[src/hw/serial_port_defs.vh]
`ifndef SERIAL_PORT_DEFS_VH
`define SERIAL_PORT_DEFS_VH

// Instruction word
`define INSTR_BITS 16
`define ADDR_BITS 14
`define INSTR_RW_BIT 15
// Port configuration register at address zero
`define CFG_ADDR 14'h0000
`define CFG_LSB_FIRST_BIT 6
`define CFG_ASCEND_BIT 5
`define CFG_RESET_VALUE 8'h00
// Size of the fixed common layout at the bottom of the map
`define COMMON_REGION_SIZE 16
// Address range of the map
`define ADDR_TOP 14'h3A3B
`define ADDR_BOTTOM 14'h0000
// Port choice encodings
`define PORT_IS_SPI 1'b0
`define PORT_IS_I2C 1'b1

`endif

[src/hw/bit_sync.v]
`timescale 1ns/1ps
// Two-stage synchroniser for a group of asynchronous levels
module bit_sync #(
    parameter WIDTH = 3
) (
    // Clock and reset
    input wire core_clk,
    input wire reset,
    // Levels
    input wire [WIDTH-1:0] async_in,
    output reg [WIDTH-1:0] sync_out
);
    reg [WIDTH-1:0] meta_reg;

    always @(posedge core_clk) begin
        if (reset) begin
            meta_reg <= {WIDTH{1'b0}};
            sync_out <= {WIDTH{1'b0}};
        end else begin
            meta_reg <= async_in;
            sync_out <= meta_reg;
        end
    end
endmodule

[src/hw/unified_serial_control_port.v]
`timescale 1ns/1ps
// Overview of operation
// - No byte count; payload length set only by how long select stays low.
// - Select going high ends transfer, drops partial byte, awaits new instruction.
// - Old length bit positions decode as address bits A13 and A12.
// - Address step direction follows only the ascend bit, not bit order.
// - Lowest 16 addresses follow the fixed common port layout.
// - Port configuration lives in register address zero.
// - Host may both read and write the register map.
// - Exactly one of SPI or I2C enabled, chosen by the strap at start-up.
// - Selected protocol stays fixed until reset; nothing else changes it.
// - 16-bit instruction: read flag in MSB, 15-bit address, top bit ignored.
// - Write bits sampled on rising clock; read bits launched on falling edge.
// - Ascend bit 0 decrements toward 0x0000, 1 increments toward 0x3A3B.
// - Bit D6 set makes next transfers LSB first; default MSB first.
`include "serial_port_defs.vh"

module unified_serial_control_port #(
    parameter ADDR_W = `ADDR_BITS
) (
    // Clock and reset
    input wire core_clk,
    input wire reset,
    // Serial pins
    input wire select_low,
    input wire sclk,
    input wire sdio_in,
    output reg sdio_out,
    output reg sdio_oe,
    // Start-up strap
    input wire port_choice_strap_pin,
    output reg spi_enabled,
    output reg i2c_enabled,
    // Register map access
    output reg [ADDR_W-1:0] map_addr,
    output reg [7:0] map_wdata,
    output reg map_wr,
    output reg map_rd,
    input wire [7:0] map_rdata,
    // Port configuration visible to the core
    output reg lsb_first,
    output reg addr_ascend
);
    localparam ST_INSTR = 3'b001;
    localparam ST_WRITE = 3'b010;
    localparam ST_READ = 3'b100;

    wire [2:0] pins_sync;
    wire sel_s;
    wire sclk_s;
    wire din_s;
    reg sclk_d_reg;
    reg [2:0] state_reg;
    reg [15:0] shift_reg;
    reg [4:0] count_reg;
    reg [7:0] out_reg;
    reg strap_taken_reg;
    reg [ADDR_W-1:0] addr_reg;
    reg lsb_now_reg;
    reg strap_meta_reg;
    reg strap_sync_reg;
    localparam [7:0] CFG_RST = `CFG_RESET_VALUE;

    // Select is carried inverted so the synchroniser's reset level reads as deselected
    bit_sync #(
        .WIDTH(3)
    ) u_sync (
        .core_clk(core_clk),
        .reset(reset),
        .async_in({~select_low, sclk, sdio_in}),
        .sync_out(pins_sync)
    );

    assign sel_s = ~pins_sync[2];
    assign sclk_s = pins_sync[1];
    assign din_s = pins_sync[0];

    // Link ignored while deselected or when the strap chose the other protocol
    wire active = ~sel_s & spi_enabled;
    wire rise = active & sclk_s & ~sclk_d_reg;
    wire fall = active & ~sclk_s & sclk_d_reg;

    // Next address in a stream, held inside the map range
    function [ADDR_W-1:0] step_addr;
        input [ADDR_W-1:0] a;
        input up;
        begin
            if (up)
                step_addr = (a == `ADDR_TOP) ? a : a + 1'b1;
            else
                step_addr = (a == `ADDR_BOTTOM) ? a : a - 1'b1;
        end
    endfunction

    // Reorder a byte according to the transfer bit order
    function [7:0] order_byte;
        input [7:0] b;
        input lsb;
        integer i;
        begin
            order_byte = b;
            if (lsb) begin
                for (i = 0; i < 8; i = i + 1)
                    order_byte[i] = b[7-i];
            end
        end
    endfunction

    // LSB-first instruction: A0 arrived first, A14 sits in shift_reg[0] and is dropped
    wire [ADDR_W-1:0] lsb_addr = {shift_reg[1], shift_reg[2], shift_reg[3], shift_reg[4], shift_reg[5],
        shift_reg[6], shift_reg[7], shift_reg[8], shift_reg[9], shift_reg[10], shift_reg[11], shift_reg[12],
        shift_reg[13], shift_reg[14]};
    wire [7:0] wr_byte = order_byte({shift_reg[6:0], din_s}, lsb_now_reg);
    wire [7:0] rd_byte = order_byte(map_rdata, lsb_now_reg);

    // Strap flops run through reset, so a settled level is ready at release
    always @(posedge core_clk) begin
        strap_meta_reg <= port_choice_strap_pin;
        strap_sync_reg <= strap_meta_reg;
    end

    // Strap is caught once after reset release and then frozen
    always @(posedge core_clk) begin
        if (reset) begin
            strap_taken_reg <= 1'b0;
            spi_enabled <= 1'b0;
            i2c_enabled <= 1'b0;
        end else if (!strap_taken_reg) begin
            strap_taken_reg <= 1'b1;
            spi_enabled <= (strap_sync_reg == `PORT_IS_SPI);
            i2c_enabled <= (strap_sync_reg == `PORT_IS_I2C);
        end
        // No other path writes the port choice
    end

    always @(posedge core_clk) begin
        if (reset) begin
            sclk_d_reg <= 1'b0;
            state_reg <= ST_INSTR;
            shift_reg <= 16'h0000;
            count_reg <= 5'h00;
            out_reg <= 8'h00;
            addr_reg <= {ADDR_W{1'b0}};
            lsb_now_reg <= 1'b0;
            sdio_out <= 1'b0;
            sdio_oe <= 1'b0;
            map_addr <= {ADDR_W{1'b0}};
            map_wdata <= 8'h00;
            map_wr <= 1'b0;
            map_rd <= 1'b0;
            lsb_first <= CFG_RST[`CFG_LSB_FIRST_BIT];
            addr_ascend <= CFG_RST[`CFG_ASCEND_BIT];
        end else begin
            sclk_d_reg <= sclk_s;
            map_wr <= 1'b0;
            map_rd <= 1'b0;
            if (!active) begin
                // Select high: drop partial byte, await instruction
                state_reg <= ST_INSTR;
                count_reg <= 5'h00;
                sdio_oe <= 1'b0;
                lsb_now_reg <= lsb_first;
            end else if (rise) begin
                shift_reg <= {shift_reg[14:0], din_s};
                count_reg <= count_reg + 5'h01;
                case (state_reg)
                    ST_INSTR: begin
                        if (count_reg == `INSTR_BITS - 1) begin
                            count_reg <= 5'h00;
                            // A14 dropped, A13/A12 taken as address bits
                            if (lsb_now_reg) begin
                                // Read flag is the last bit of a reversed word
                                addr_reg <= lsb_addr;
                                map_addr <= lsb_addr;
                                state_reg <= din_s ? ST_READ : ST_WRITE;
                                map_rd <= din_s;
                            end else begin
                                addr_reg <= {shift_reg[12:0], din_s};
                                map_addr <= {shift_reg[12:0], din_s};
                                state_reg <= shift_reg[14] ? ST_READ : ST_WRITE;
                                map_rd <= shift_reg[14];
                            end
                        end
                    end
                    ST_WRITE: begin
                        if (count_reg[2:0] == 3'h7) begin
                            count_reg <= 5'h00;
                            map_addr <= addr_reg;
                            map_wdata <= wr_byte;
                            map_wr <= 1'b1;
                            if (addr_reg == `CFG_ADDR) begin
                                lsb_first <= wr_byte[`CFG_LSB_FIRST_BIT];
                                addr_ascend <= wr_byte[`CFG_ASCEND_BIT];
                            end
                            addr_reg <= step_addr(addr_reg, addr_ascend);
                        end
                    end
                    ST_READ: begin
                        if (count_reg[2:0] == 3'h7) begin
                            count_reg <= 5'h00;
                            map_addr <= addr_reg;
                            map_rd <= 1'b1;
                        end
                    end
                    default: state_reg <= ST_INSTR;
                endcase
            end else if (fall && state_reg == ST_READ) begin
                sdio_oe <= 1'b1;
                if (count_reg[2:0] == 3'h0) begin
                    // Start of a byte: take fresh map data, then advance
                    // Map data was requested at least one cycle ago, so it is settled here
                    out_reg <= {rd_byte[6:0], 1'b0};
                    sdio_out <= rd_byte[7];
                    addr_reg <= step_addr(addr_reg, addr_ascend);
                end else begin
                    sdio_out <= out_reg[7];
                    out_reg <= out_reg << 1;
                end
            end
        end
    end
endmodule

[config.mk]
export PLATFORM = sky130hd
export DESIGN_NAME = unified_serial_control_port
export DESIGN_NICKNAME = d
export VERILOG_FILES = /design/src/hw/bit_sync.v /design/src/hw/unified_serial_control_port.v
export VERILOG_INCLUDE_DIRS = /design/src /design/src/hw
export SDC_FILE = /design/constraint.sdc
export NUM_CORES = 1
export LEC_CHECK = 0
export BUFFER_PORTS_ARGS = -buffer_cell sky130_fd_sc_hd__buf_2
export CORE_ASPECT_RATIO = 0.5
export CORE_MARGIN = 2
export CORE_UTILIZATION = 59
export CTS_CLUSTER_SIZE = 8
export DETAILED_ROUTE_END_ITERATION = 7
export HOLD_SLACK_MARGIN = 0.02
export PLACE_DENSITY = 0.91
export SETUP_SLACK_MARGIN = 0.5
export SLEW_MARGIN = 15
export SYNTH_ARGS = -nofsm -noshare
export SYNTH_HDL_FRONTEND = slang
export SYNTH_SLANG_ARGS = --single-unit
[constraint.sdc]
create_clock -name core_clk -period 2.6 [get_ports core_clk]
set_clock_uncertainty 0.05 [all_clocks]
set_input_delay 0.78 -clock core_clk [delete_from_list [all_inputs] [get_ports core_clk]]
set_output_delay 0.78 -clock core_clk [all_outputs]
set_load 0.02 [all_outputs]
[Yosys cells after proc, flatten, opt, wreduce, memory -nomap -nowiden]
Cells that the tools add are included.
Word-level totals
  bits in registers: 86
  input port bits: 14
Cells by class
  reductions and logical operators: 18
  muxes and demuxes: 29
  bitwise operators: 13
  equal/unequal tests: 11
  add/sub/neg operators: 3
Operators with widths (number)
  $mux 14: 10
  $pmux 14 s2: 2
  $mux 8: 3
  $add 14x1->14 const B: 1
  $eq 14x14->1 const B: 1
  $logic_not 14->1: 1
  $sub 14x1->14 const B: 1
  $mux 3: 4
  $mux 5: 2
  $pmux 5 s2: 1
  $reduce_and 5->1: 2
  $not 1->1: 8
  $eq 3x3->1 const B: 2
  $ne 3x3->1 const B: 2
  $pmux 3 s2: 1
  $reduce_and 3->1: 2
  $reduce_and 6->1: 1
  $reduce_bool 2->1: 3
  $add 5x1->5 const B: 1
  $and 1x1->1: 5
  $eq 5x4->1 const B: 1
  $mux 1: 5
  $reduce_and 2->1: 2
  $reduce_and 4->1: 1
  11 further kinds: 12

[Logic depth before layout (Yosys ltp)]
  depth in word-level cells: 6
  gate-level depth with buffers: 11
  gate-level depth less buffers: 9

[Modules after synthesis]
Synthesis repeated with hierarchy kept, for this count alone.
Unflattened totals
  cells, all modules: 571
  area, all modules: 4526.8 um^2
By module, submodules not included
  unified_serial_control_port: seq. area each 1581.5 um^2, times used 1, area an instance 4369.2 um^2, cells an instance 559
  bit_sync: seq. area each 120.1 um^2, times used 1, area an instance 157.7 um^2, cells an instance 12

[Worst setup path before layout]
OpenSTA, ideal clock, no wires.
  kind: reg-to-reg
  start: register addr_reg[0]
  end: register addr_reg[10]
  arrival time: 2.054 ns
  buffers on the path: 1
  period minus slack after synthesis: 2.180 ns
  setup time: 0.077 ns
  path slack: 0.420 ns
  stages on the path, launching flop included: 9
  path through: dfxtp_1 clkbuf_1 inv_1 ha_1 or4b_4 a211oi_2 a22oi_1 or4_1 a41oi_2
On the way
  longest elaborated chain between the ends: 6
Ends and longest elaborated chain
  start, declared: RTL line unified_serial_control_port.v:58  | reg [ADDR_W-1:0] addr_reg;
  start signal, assigned: RTL line unified_serial_control_port.v:143  | addr_reg <= {ADDR_W{1'b0}};
  start signal, assigned: RTL line unified_serial_control_port.v:173  | addr_reg <= lsb_addr;
  start signal, assigned: RTL line unified_serial_control_port.v:178  | addr_reg <= {shift_reg[12:0], din_s};
  $sub 14x1->14 (tied with other cells): RTL line unified_serial_control_port.v:91  | step_addr = (a == `ADDR_BOTTOM) ? a : a - 1'b1;
  $mux 14 (on tied branches): RTL line unified_serial_control_port.v:91, unified_serial_control_port.v:89
  $mux 14 (*): RTL line unified_serial_control_port.v:88  | if (up)
  $mux 14 (on tied branches): RTL line unified_serial_control_port.v:186, unified_serial_control_port.v:209
  $pmux 14 s2 / $mux 14 (equally long branches): RTL line unified_serial_control_port.v:166, unified_serial_control_port.v:207
  $mux 14 (*): RTL line unified_serial_control_port.v:163  | end else if (rise) begin
Every way passes the cells marked *; elsewhere a longest branch is shown, timed or not. The select of a mux whose other input is x is not followed.
A chain may end at the register's enable or synchronous reset.

[Worst setup path in the final report]
  start: register state_reg[2]
  end: register addr_reg[0]
On the way
  longest elaborated chain between the ends: 4
Ends and longest elaborated chain
  start, declared: RTL line unified_serial_control_port.v:53  | reg [2:0] state_reg;
  start signal, assigned: RTL line unified_serial_control_port.v:175  | state_reg <= din_s ? ST_READ : ST_WRITE;
  start signal, assigned: RTL line unified_serial_control_port.v:180  | state_reg <= shift_reg[14] ? ST_READ : ST_WRITE;
  $eq 3x3->1: RTL line unified_serial_control_port.v:207  | end else if (fall && state_reg == ST_READ) begin
  $logic_and 1x1->1: RTL line unified_serial_control_port.v:207
  $reduce_bool 2->1 (no source line)
  $reduce_and 6->1 (no source line)
  end signal, assigned: RTL line unified_serial_control_port.v:178
  end signal, assigned: RTL line unified_serial_control_port.v:195  | addr_reg <= step_addr(addr_reg, addr_ascend);
  end signal, assigned: RTL line unified_serial_control_port.v:214  | addr_reg <= step_addr(addr_reg, addr_ascend);
Parallel ways exist; a longest one is shown, timed or not.

==> results.md <==
- Final Critical Period: 2.26 ns
- RSZ-0062 raised after global routing: true
- Initial core utilization: 61.2%
- Post-synthesis area per instance: 8.03 sq um
- Hold Path Class: reg -> reg
- ANT cells: 0
- GR peak layer: met2
- Total track usage: 33.2%
- Die Width: 128 microns
- Max FFs per register: 15
- Fin crit share: 87.0%
- Via/cell ratio: 7.06
- # clock sinks: 85
- Antenna violations before repair: 0
- Post-synth EDFFs: 0
- CTS tree: done
- NumNets Final: 635
- Setup TNS: 0 ns
- Hold Violations, Final: 0
- Placed cell areas: 0.00482 sq mm
- Gp weighted congestion: 1.01
- H-tree depth: 3
- Post-Synth Adder-Cell Area: 1.95%
- # Max-Cap Violations: 0
- Core Area: 0.00735 sq mm
- Slowest cell on crit path: or4_1
- FFs w/ async S/R, synth: 0%
- Seq/Total Area, Yosys: 37.8%
- Required @ worst endpoint: 2.82 ns
- Mux cell area share after synthesis: 8.31%
- Pwr dens: 526 mW/mm^2
- Reg2Reg Setup Slack: 0.34 ns
- Pins Over Slew Limit: 0
- Cell count after synthesis: 560
- DR pass1 iterations: 8
- Dpl hpwl: 8.25 mm
- Final setup viols: 0
- Clk buf depth: 2
- Critical path peak fanout: 8
- Hold depth: 0
- Met3 Use GR: 10.6%
- Worst supply voltage drop on vdd: 0.458 mV
- Buffers on Ports: 43
- DRC errors left: 4
- Vias in the first global route: 4422
- Area grow syn2layout: 25.1%
- Final Instance Area: 0.00563 sq mm
- Largest net degree at the start of global routing: 33
- Worst-path clk slew: 0.07 ns
- Synth Area in XOR/XNOR: 0.584%
- Synth Net Count: 581
- Main combinational cell family by area after synthesis: simple AND/OR/NAND/NOR gates
- Via Count: 5050
- Die area: 0.00838 sq mm
- Ports: 44
- Overflow after GRT: 0
- Cts hold-fix bufs: 0
- Synthesized area: 0.00450 sq mm
- Worst R2R End: addr_reg[0]
- Max transition margin: 49.8%
- Die H: 65.8 microns
- Row count: 22
- Crit path DAT: 2.48 ns
- Antenna-violating nets left: 0
- Post-Synth Simple-Gate Area: 26.3%
- Initial DRC count: 1038
- TritonCTS Buffers: 9
- Fmax: 442 MHz
- Worst hold start: strap_meta_reg
- First-pass GRT wire length: 21.7 mm
- Compound-gate portion of the synthesized area: 19.2%
- Met2 Use GR: 53.2%
- YS warnings: 0
- Failing checks: design-rule violations
- Status: finished, violations left
- Worst hold slack: 0.282 ns
- Share of layout cells above drive strength 1: 27.3%
- Setup crit end kind: flip-flop
- Clock latency at the later pin of the worst-skew pair: 0.36 ns
- CTS root buffer: clkbuf_16
- CP cell instances: nor3b_2 -> nand4bb_4 -> a2bb2oi_4 -> or4_1 -> a41oi_2
- Final Util: 76.6%
- M1 GR Usage: 40.2%
- Worst setup SP type: flip-flop
- Worst Hold End: strap_sync_reg
- Worst r2r src: state_reg[2]
- Leakage power: 2.09 nW
- Final wirelength: 15.9 mm
- Pwr Total: 0.00296 W
- Worst slew pin tran: 0.744 ns
- Synth Register Bits: 85
- FF-to-FF path depth: 5
- Netlist cell types: 66
- Max incr delay on CP: 0.56 ns
- Avg WL per Cell: 22.2 microns
- Top_reg_cell synth: dfxtp_1
- Critical path class: reg -> reg
-- logic make-up after synthesis --
family	Yosys count
xor+xnor	3
flops	85
fa+ha+maj	7
simple gates	234
compound gates	133
mux	37
buf+inv	61
-- where the power goes --
| group | switching (W) | internal [W] |
|---|---|---|
| sequential | 0.0000182 | 0.00131 |
| combinational | 0.000138 | 0.0000971 |
| clock | 0.000624 | 0.000771 |
-- worst max-delay path by stage --
stage / from / slack [ns] / cells after the start / to
6_report: state_reg[2] / 0.34 / 5 / addr_reg[0]
5_1_grt: state_reg[2] / 0.27 / 5 / addr_reg[0]
4_1_cts: addr_reg[7] / 0.48 / 5 / addr_reg[2]
3_5_place_dp: addr_reg[0] / 0.14 / 7 / lsb_first
3_3_place_gp: addr_reg[0] / 0.12 / 7 / lsb_first
2_1_floorplan: addr_reg[0] / 0.50 / 8 / addr_reg[10]
-- what timing repair did --
| action | 4_1_cts | 5_1_grt |
|---|---|---|
| endpoints found under the setup margin | 32 | 39 |
| setup buffers | 12 | 7 |
| resized for setup | 34 | 45 |
| pin swaps | 7 | 19 |
| cloned | 1 | 1 |
-- stage by stage --
step,setup slack (ns),cells
final,0.338,715
after global placement,0.121,678
after floorplan,0.503,560
after global routing,0.270,715
after detailed placement,0.144,678
after CTS,0.483,707
-- placed cells by master, fill, tap and decap left out, drive strengths merged, types with 4 or more instances in the layout --
cell type	n
a211oi	13
a21oi	55
a22oi	5
a31oi	13
buf	89
clkbuf	9
dfxtp	85
ha	7
inv	17
mux2i	34
nand2	78
nand2b	6
nand3	19
nand3b	5
nand4	7
nor2	59
nor2b	11
nor3	9
nor4	8
o211ai	14
o21ai	10
or3	4
or4	11
-- synth_stat cells (12+ instances only) --
master | n | area share [%]
a211oi_1 | 12 | 2.0
a21oi_1 | 55 | 6.1
a31oi_1 | 13 | 1.8
buf_2 | 16 | 1.8
clkbuf_1 | 24 | 2.0
dfxtp_1 | 85 | 38
inv_1 | 14 | 1.2
mux2i_1 | 34 | 7.6
nand2_1 | 78 | 6.5
nand3_1 | 19 | 2.1
nor2_1 | 59 | 4.9
o211ai_1 | 14 | 2.3
-- critical path: cells and delay by family (launching register included) --
kind / cells / cell delay [ns]
compound gates: 2 / 0.46
simple gates: 3 / 1.21
flops: 1 / 0.45
-- final cells by class --
class,instances,area (sq um)
sequential,85,1740
clock buffer,9,225
timing repair buffer,89,581
multi-input combinational,415,2810
inverter,14,57.6
tap,96,120
clock inverter,7,92.6
fill,402,1720
-- metal layers --
| layer | routed length [microns] | up-vias | part of all wire, % |
|---|---|---|---|
| li1 | - | 2126 | - |
| met1 | 5900 | 2337 | 37 |
| met2 | 6810 | 449 | 43 |
| met3 | 2070 | 138 | 13 |
| met4 | 1110 | 0 | 7.0 |
| met5 | 0 | - | 0 |
Note: power is estimated with default switching activity, not from simulation.
